$ cat src/dtcc_defs.svh
`ifndef DTCC_DEFS_SVH
`define DTCC_DEFS_SVH
// register word addresses
`define DTCC_A_TVAL 8'h00
`define DTCC_A_TREL 8'h02
`define DTCC_A_TCTL 8'h04
`define DTCC_A_STAT 8'h06
`define DTCC_A_CLR 8'h07
`define DTCC_A_EN 8'h08
`define DTCC_A_CCV 8'h10
`define DTCC_A_CFG 8'h20
// timebase control fields
`define DTCC_TC_SEL_HI 2
`define DTCC_TC_RUN 3
`define DTCC_TC_STAG 4
`define DTCC_TC_W 5
// clock source codes 0..3 are prescaler taps
`define DTCC_CS_OVF 3'h4
`define DTCC_CS_CNT 3'h5
// channel config: bit 8 reads the single event done flag
`define DTCC_CFG_DONE 8
// reset values
`define DTCC_TCTL_RST 5'h00
`define DTCC_TREL_RST 16'h0000
// timing
`define DTCC_PRE_W 6
`define DTCC_STAG_CYC 8
`endif

$ cat src/dtcc_pkg.sv
package dtcc_pkg;
	// compare modes
	typedef enum logic [1:0] {
		DTCC_CMP_IRQ = 2'b00,
		DTCC_CMP_TGL = 2'b01,
		DTCC_CMP_IRQ1 = 2'b10,
		DTCC_CMP_SET = 2'b11
	} dtcc_cmp_t;
	// channel config, low byte of the config word
	typedef struct packed {
		logic one;
		logic dbl;
		dtcc_cmp_t mode;
		logic [1:0] edge_sel;
		logic func;
		logic tsel;
	} dtcc_cfg_t;
endpackage

$ cat src/dtcc_timebase.sv
`timescale 1ns/1ps
`default_nettype none
module dtcc_timebase #(
	parameter int W = 16
) (
	// clock and reset
	input wire logic clk_in,
	input wire logic rst_n_in,
	// control
	input wire logic tick_in,
	input wire logic wr_in,
	input wire logic [W-1:0] wdata_in,
	input wire logic [W-1:0] reload_in,
	// status
	output logic [W-1:0] value_out,
	output logic ovf_out,
	output logic upd_out
);
	typedef struct packed {
		logic [W-1:0] val;
		logic ovf;
		logic upd;
	} dtcc_tb_st_t;
	dtcc_tb_st_t st, n;

	// count up; software write beats a tick in the same cycle
	always_comb begin
		n = st;
		n.ovf = 1'b0;
		n.upd = 1'b0;
		if (wr_in) begin
			n.val = wdata_in;
		end else if (tick_in) begin
			n.upd = 1'b1;
			if (&st.val) begin
				n.val = reload_in;
				n.ovf = 1'b1;
			end else begin
				n.val = st.val + W'(1);
			end
		end
	end

	always_ff @(posedge clk_in) begin
		if (!rst_n_in) begin
			st <= '0;
		end else begin
			st <= n;
		end
	end

	assign value_out = st.val;
	assign ovf_out = st.ovf;
	assign upd_out = st.upd;
endmodule
`default_nettype wire

$ cat src/dtcc_top.sv
`timescale 1ns/1ps
`default_nettype none
`include "dtcc_defs.svh"
module dtcc_top #(
	parameter int NCH = 16
) (
	// clock and reset
	input wire logic clk_in,
	input wire logic rst_n_in,
	// register port
	input wire logic [7:0] addr_in,
	input wire logic [15:0] wdata_in,
	input wire logic wr_in,
	input wire logic rd_in,
	output logic [15:0] rdata_out,
	// channel pins
	input wire logic [NCH-1:0] pin_in,
	output logic [NCH-1:0] pin_out,
	output logic [NCH-1:0] pin_oe_n_out,
	// external count and overflow inputs
	input wire logic [1:0] cnt_in,
	input wire logic ext_ovf_in,
	// interrupt
	output logic irq_out
);
	localparam int HALF = NCH / 2;
	localparam int SW = $clog2(`DTCC_STAG_CYC);

	typedef struct packed {
		logic [15:0] rdata;
		logic [NCH-1:0] stat;
		logic [NCH-1:0] en;
		logic [NCH-1:0] done;
		logic [NCH-1:0] fired;
		logic [NCH-1:0] pin;
		logic [NCH-1:0] s1;
		logic [NCH-1:0] s2;
		logic [NCH-1:0] s3;
		logic [NCH-1:0][15:0] ccv;
		dtcc_pkg::dtcc_cfg_t [NCH-1:0] cfg;
		logic [1:0][`DTCC_TC_W-1:0] tctl;
		logic [1:0][15:0] trel;
		logic [1:0] c1;
		logic [1:0] c2;
		logic [1:0] c3;
		logic o1;
		logic o2;
		logic o3;
		logic [`DTCC_PRE_W-1:0] pre;
		logic [SW-1:0] stag;
	} dtcc_st_t;

	dtcc_st_t st, n;
	logic [1:0][15:0] tval;
	logic [1:0] tovf;
	logic [1:0] tupd;
	logic [1:0] tick;
	logic [1:0] twr;
	logic [NCH-1:0] cap_ev;
	logic [NCH-1:0] m;
	logic [NCH-1:0] sv;
	logic [NCH-1:0] clr;
	logic [15:0] cap_val8;

	// address block match on the upper nibble
	function automatic logic in_blk(input logic [7:0] a,
		input logic [7:0] base);
		in_blk = (a[7:4] == base[7:4]);
	endfunction

	// prescaler tap: divide by 1, 4, 16 or 64
	function automatic logic pre_hit(input logic [2:0] sel,
		input logic [`DTCC_PRE_W-1:0] p);
		case (sel)
			3'h0: pre_hit = 1'b1;
			3'h1: pre_hit = (p[1:0] == 2'h0);
			3'h2: pre_hit = (p[3:0] == 4'h0);
			3'h3: pre_hit = (p == 6'h00);
			default: pre_hit = 1'b0;
		endcase
	endfunction

	// two time bases
	generate
		for (genvar t = 0; t < 2; t++) begin : g_tb
			dtcc_timebase #(
				.W(16)
			) u_tb (
				.clk_in(clk_in),
				.rst_n_in(rst_n_in),
				.tick_in(tick[t]),
				.wr_in(twr[t]),
				.wdata_in(wdata_in),
				.reload_in(st.trel[t]),
				.value_out(tval[t]),
				.ovf_out(tovf[t]),
				.upd_out(tupd[t])
			);
		end
	endgenerate

	// all next-state logic of the channel array and register file
	always_comb begin
		dtcc_pkg::dtcc_cfg_t c;
		logic [15:0] tv;
		logic [2:0] sel;
		logic src;
		logic rise;
		logic fall;
		logic [3:0] idx;
		c = '0;
		tv = '0;
		sel = '0;
		src = 1'b0;
		rise = 1'b0;
		fall = 1'b0;
		idx = addr_in[3:0];
		n = st;
		tick = '0;
		twr = '0;
		cap_ev = '0;
		m = '0;
		sv = '0;
		clr = '0;
		// pins and count inputs are asynchronous: two stages first
		n.s1 = pin_in;
		n.s2 = st.s1;
		n.s3 = st.s2;
		n.c1 = cnt_in;
		n.c2 = st.c1;
		n.c3 = st.c2;
		n.o1 = ext_ovf_in;
		n.o2 = st.o1;
		n.o3 = st.o2;
		n.pre = st.pre + `DTCC_PRE_W'(1);
		n.stag = st.stag + SW'(1);

		// timer clocking
		for (int t = 0; t < 2; t++) begin
			sel = st.tctl[t][`DTCC_TC_SEL_HI:0];
			if (sel == `DTCC_CS_OVF) begin
				src = st.o2 & ~st.o3;
			end else if (sel == `DTCC_CS_CNT) begin
				src = st.c2[t] & ~st.c3[t];
			end else begin
				src = pre_hit(sel, st.pre);
			end
			tick[t] = st.tctl[t][`DTCC_TC_RUN] & src &
				(~st.tctl[t][`DTCC_TC_STAG] |
				(st.stag == SW'(`DTCC_STAG_CYC - 1)));
			twr[t] = wr_in & (addr_in == `DTCC_A_TVAL + 8'(t));
		end

		// register writes
		if (wr_in) begin
			for (int t = 0; t < 2; t++) begin
				if (addr_in == `DTCC_A_TREL + 8'(t)) begin
					n.trel[t] = wdata_in;
				end
				if (addr_in == `DTCC_A_TCTL + 8'(t)) begin
					n.tctl[t] = wdata_in[`DTCC_TC_W-1:0];
				end
			end
			if (addr_in == `DTCC_A_EN) begin
				n.en = wdata_in[NCH-1:0];
			end
			if (addr_in == `DTCC_A_CLR) begin
				clr = wdata_in[NCH-1:0];
			end
			if (in_blk(addr_in, `DTCC_A_CCV)) begin
				n.ccv[idx] = wdata_in;
			end
			if (in_blk(addr_in, `DTCC_A_CFG)) begin
				n.cfg[idx] = dtcc_pkg::dtcc_cfg_t'(wdata_in[7:0]);
				n.done[idx] = 1'b0;
			end
		end

		// channel array; hardware updates win over software writes
		for (int i = 0; i < NCH; i++) begin
			c = st.cfg[i];
			tv = tval[c.tsel];
			if (!c.func) begin
				rise = st.s2[i] & ~st.s3[i];
				fall = ~st.s2[i] & st.s3[i];
				cap_ev[i] = (c.edge_sel[0] & rise) |
					(c.edge_sel[1] & fall);
				if (cap_ev[i]) begin
					n.ccv[i] = tv;
					sv[i] = 1'b1;
				end
			end else begin
				if (tovf[c.tsel]) begin
					n.fired[i] = 1'b0;
					if (c.mode == dtcc_pkg::DTCC_CMP_SET) begin
						n.pin[i] = 1'b0;
					end
				end
				m[i] = tupd[c.tsel] & (tv == st.ccv[i]) &
					~(c.one & st.done[i]);
				if (m[i]) begin
					if (c.one) begin
						n.done[i] = 1'b1;
					end
					if (i < HALF && c.dbl) begin
						sv[i] = 1'b1;
						n.pin[i] = ~n.pin[i];
					end else if (i >= HALF && st.cfg[i % HALF].dbl) begin
						sv[i] = 1'b1;
						n.pin[i % HALF] = ~n.pin[i % HALF];
					end else begin
						case (c.mode)
							dtcc_pkg::DTCC_CMP_IRQ: begin
								sv[i] = 1'b1;
							end
							dtcc_pkg::DTCC_CMP_TGL: begin
								sv[i] = 1'b1;
								n.pin[i] = ~st.pin[i];
							end
							dtcc_pkg::DTCC_CMP_IRQ1: begin
								if (!st.fired[i]) begin
									sv[i] = 1'b1;
									n.fired[i] = 1'b1;
								end
							end
							dtcc_pkg::DTCC_CMP_SET: begin
								if (!st.fired[i]) begin
									sv[i] = 1'b1;
									n.fired[i] = 1'b1;
									n.pin[i] = 1'b1;
								end
							end
							default: begin
								sv[i] = 1'b0;
							end
						endcase
					end
				end
			end
		end

		// sticky status: a new event beats a clear in the same cycle
		n.stat = (st.stat & ~clr) | sv;

		// read data stand in the cycle after the strobe only
		n.rdata = '0;
		if (rd_in) begin
			if (addr_in == `DTCC_A_STAT) begin
				n.rdata = 16'(st.stat);
			end else if (addr_in == `DTCC_A_EN) begin
				n.rdata = 16'(st.en);
			end else if (in_blk(addr_in, `DTCC_A_CCV)) begin
				n.rdata = st.ccv[idx];
			end else if (in_blk(addr_in, `DTCC_A_CFG)) begin
				n.rdata = 16'({st.done[idx], st.cfg[idx]});
			end
			for (int t = 0; t < 2; t++) begin
				if (addr_in == `DTCC_A_TVAL + 8'(t)) begin
					n.rdata = tval[t];
				end
				if (addr_in == `DTCC_A_TREL + 8'(t)) begin
					n.rdata = st.trel[t];
				end
				if (addr_in == `DTCC_A_TCTL + 8'(t)) begin
					n.rdata = 16'(st.tctl[t]);
				end
			end
		end
	end

	// single state register
	always_ff @(posedge clk_in) begin
		if (!rst_n_in) begin
			st <= '0;
			st.tctl <= {2{`DTCC_TCTL_RST}};
			st.trel <= {2{`DTCC_TREL_RST}};
		end else begin
			st <= n;
		end
	end

	// outputs
	assign rdata_out = st.rdata;
	assign pin_out = st.pin;
	// capture channels leave the pin undriven
	assign pin_oe_n_out = ~func_vec(st.cfg);
	assign irq_out = |(st.stat & st.en);
	// timer seen by the both-edge capture channel
	assign cap_val8 = tval[st.cfg[8].tsel];

	// compare function bit of every channel
	function automatic logic [NCH-1:0] func_vec(
		input dtcc_pkg::dtcc_cfg_t [NCH-1:0] cf);
		for (int i = 0; i < NCH; i++) begin
			func_vec[i] = cf[i].func;
		end
	endfunction
endmodule
`default_nettype wire

$ cat config.mk
export PLATFORM = sky130hd
export DESIGN_NAME = dtcc_top
export DESIGN_NICKNAME = d
export VERILOG_FILES = /design/src/dtcc_pkg.sv /design/src/dtcc_timebase.sv /design/src/dtcc_top.sv
export VERILOG_INCLUDE_DIRS = /design/src
export SDC_FILE = /design/constraint.sdc
export NUM_CORES = 2
export LEC_CHECK = 0
export BUFFER_PORTS_ARGS = -buffer_cell sky130_fd_sc_hd__buf_4
export CAP_MARGIN = 20
export CORE_MARGIN = 8
export CORE_UTILIZATION = 35
export CTS_CLUSTER_DIAMETER = 60
export DETAILED_ROUTE_END_ITERATION = 16
export GPL_TIMING_DRIVEN = 0
export SLEW_MARGIN = 20
export SYNTH_ARGS = -nofsm -noshare
export SYNTH_HDL_FRONTEND = slang
export SYNTH_SLANG_ARGS = --single-unit
$ cat constraint.sdc
create_clock -name clk_in -period 3.8 [get_ports clk_in]
set_clock_uncertainty 0.2 [all_clocks]
set_input_delay 0.38 -clock clk_in [delete_from_list [all_inputs] [get_ports clk_in]]
set_output_delay 0.38 -clock clk_in [all_outputs]
set_load 0.02 [all_outputs]
==> results.sh <==
export IMPL_core_area_um2=107000
export IMPL_cp_slowest_cell="nor4_4"
export IMPL_die_w_um=343
export IMPL_synth_area_top_cells="dfxtp_1 (33%), mux2i_1 (11%), mux2_2 (7.7%), mux4_2 (6.5%), xnor2_1 (5.6%)"
export IMPL_synth_top_area_share=0.333
export IMPL_end_kind="flip-flop"
export IMPL_fp_row_count=120
export IMPL_place_congestion=1.09
export IMPL_worstHoldStart="wdata_in[12]"
export IMPL_crit_buf_inv=1
export IMPL_drtAntennaViolNets=0
export IMPL_num_vias=37395
export IMPL_dieArea_um2=118000
export IMPL_seqCellArea_um2=12500
export IMPL_multi_input_area_um2=22900
export IMPL_dp_cells=5661
export IMPL_fmax_mhz=246
export IMPL_cts_tree="yes"
export IMPL_dp_hpwl_um=152000
export IMPL_rrSetupSlack_ns=-0.26
export IMPL_syn_avg_cell_area_um2=9.00
export IMPL_ff2ff_path_depth=9
export IMPL_timing_rr_start="g_tb[1].u_tb.value_out[15]"
export IMPL_path_max_fanout=10
export IMPL_port_buffers=88
export IMPL_initial_core_util=0.352
export IMPL_wl_per_cell_um=35.0
export IMPL_htreeDepth=3
export IMPL_ys_seq_elements=624
export IMPL_place_area_um2=40100
export IMPL_drt_iter0_drc=5477
export IMPL_yosysWarnings=0
export IMPL_root_buffer="clkbuf_16"
export IMPL_syn_num_nets=4218
export IMPL_finalMaxSlewViolations=0
export IMPL_hold_class="in2reg"
export IMPL_overflow=0
export IMPL_stdcell_count=5851
export IMPL_vias_per_cell=6.39
export IMPL_antenna_found_initial=11
export IMPL_nNetsFinal=4421
export IMPL_whs_endpoint="st[392]"
export IMPL_crit_family="simple AND/OR/NAND/NOR gates"
export IMPL_r2r_end="pin_out[13]"
export IMPL_setup_viol=16
export IMPL_worst_pin_slew_ns=1.32
export IMPL_fill_cells=10787
export IMPL_worst_ep_arrival_time_ns=4.45
export IMPL_rsz0062_at_grt="no"
export IMPL_synth_edf_count=0
export IMPL_clk_pin_slew_ns=0.06
export IMPL_synth_main_ff_cell="dfxtp_1"
export IMPL_drt_total_wl_um=205000
export IMPL_async_reset_ff_frac=0
export IMPL_finalHoldViolCount=0
export IMPL_firstDrtPassIters=8
export IMPL_worstSetupStartpointType="flip-flop"
export IMPL_pin_count=96
export IMPL_drv_cap=0
export IMPL_cpPeakStageDelay_ns=0.61
export IMPL_netlist_area_um2=37500
export IMPL_cts_num_sinks=624
export IMPL_syn_to_final_growth_pct=16.0
export IMPL_grt_max_degree=18
export IMPL_synth_top_cell_by_area="dfxtp_1"
export IMPL_post_route_period_util=1.07
export IMPL_clk_path_buf_depth=3
export IMPL_grt_pass1_wl_um=278000
export IMPL_critical_path_class="reg2reg"
export IMPL_fin_crit_ns=4.06
export IMPL_grt_pass1_vias=34433
export IMPL_yosysUniqueCellTypes=75
export IMPL_grt_total_usage=0.333
export IMPL_drive_gt1_frac=0.193
export IMPL_critPathRequiredTime_ns=4.19
export IMPL_die_height_um=343
export IMPL_crit_chain="buf_2 -> mux2i_1 -> xnor2_1 -> nor4_4 -> nand4_1 -> nor4_2 -> nand3b_1 -> nand3_1 -> a211oi_1"
export IMPL_irDropWorstVdd_mv=0.325
export IMPL_clock_insertion_delay_worst_skew_ns=0.69
export IMPL_seq_area_frac_synth=0.333
export IMPL_powerDensity_nw_per_um2=373
export IMPL_hold_depth=4
export IMPL_drc=0
export IMPL_synthCells=4165
export IMPL_cts_made_buffers=85
export IMPL_timing_slew_headroom=0.122
export IMPL_power_leakage_uw=0.0150
export IMPL_fin_area_um2=43500
export IMPL_failed_checks="setup timing"
export IMPL_status="finished with violations"
export IMPL_setup_ws_ns=-0.257
## cells in the mapped netlist (all sizes together) (5+ instances only)
master and number:
a211o 5, a211oi 278, a21oi 270, a221oi 14
a22o 9, a22oi 26, a311o 8, a311oi 7
a31oi 34, and2 74, and3 27, and4 10
buf 181, clkbuf 241, dfxtp 624, ha 6
inv 56, mux2 269, mux2i 398, mux4 108
nand2 315, nand3 124, nand3b 38, nand4 30
nor2 451, nor2b 19, nor3 43, nor4 53
o211ai 8, o21a 5, o21ai 89, o21bai 5
o221ai 15, o22ai 13, o31ai 7, xnor2 241
xor2 24
## cells in the final DEF, fill, tap and decap left out, types with 55 or more instances in the layout
cell	n
a211oi_1	277
a21oi_1	266
and2_1	73
buf_2	85
buf_4	153
clkbuf_1	214
clkbuf_16	86
dfxtp_1	621
inv_1	55
mux2_2	255
mux2i_1	398
mux4_2	108
nand2_1	315
nand3_1	114
nor2_1	450
o21ai_0	83
xnor2_1	241
## kinds of logic (layout without fill, tap and decap cells)
logic type | Yosys count | count (layout) | share of synthesized area
and+or+nand+nor | 1199 | 1199 | 0.151
AOI/OAI and AO/OA | 818 | 818 | 0.142
muxes | 775 | 775 | 0.252
DFF | 624 | 624 | 0.333
buffers and inverters | 478 | 751 | 0.0584
xor gates and xnor gates | 265 | 265 | 0.0619
adders and majority gates | 6 | 6 | 0.00200
other | 0 | 10 | 0
## metrics by stage
step                 util  power [µW]  setup TNS [ns]  hold WS [ns]  setup WS [ns]
global placement    0.374        7650          -44.15         0.214          -1.29
finish              0.408       16200          -0.888        0.0289         -0.257
global route        0.408       16400               0        0.0673        0.00582
detailed placement  0.376        7660          -27.05         0.213         -0.949
floorplan               -        7160               0         0.199           1.20
CTS                 0.407       16100               0        0.0193         0.0207
## worst register-to-register path: stages (launching register included)
cell	delay [ns]
dfxtp_1	0.60
buf_2	0.50
mux2i_1	0.21
xnor2_1	0.37
nor4_4	0.62
nand4_1	0.56
nor4_2	0.45
nand3b_1	0.16
nand3_1	0.08
a211oi_1	0.22
## per-layer routing
metal	up-vias	share of wire	global-route usage
li1	15452	-	-
met4	2	0.085	0.227
met3	675	0.12	0.101
met5	-	0.000063	0
met2	2742	0.41	0.479
met1	18524	0.39	0.427
## final cells by class
type	instances	share of cell area
diodes	10	0.000575
flip-flops and latches	624	0.287
inverters	56	0.00483
well taps	1403	0.0404
clock buffers	104	0.0538
repair buffers	117	0.0231
clock inverters	53	0.0140
plain buffers	421	0.0484
multi-input cells	3063	0.527
## worst max-delay path by stage
stage,startpoint,endpoint,slack (ns),depth (start not counted)
after floorplan,addr_in[0],rdata_out[5],1.20,10
after global placement,g_tb[0].u_tb.value_out[13],pin_out[13],-1.29,9
after detailed placement,g_tb[0].u_tb.value_out[3],pin_out[14],-0.95,10
after CTS,g_tb[1].u_tb.value_out[15],pin_out[13],0.02,9
after global routing,g_tb[1].u_tb.value_out[1],pin_out[5],0.006,10
final,g_tb[1].u_tb.value_out[15],pin_out[13],-0.26,9
## report_power, final
group          leakage (µW)  switching [µW]  internal [µW]
Clock               0.00145            3500           5100
Sequential          0.00504            25.1           6580
Combinational       0.00856             751            240
Total                0.0150            4280          11900
## what timing repair did
action                                  in CTS  in global routing
hold buffers                                21                  0
resized for setup                           46                 25
setup buffers                                1                  1
gates cloned                                 0                  0
hold endpoints to repair                    27                  0
pin swaps                                    2                  5
endpoints found under the setup margin      52                 18
Power figures use the tool's default switching activity.
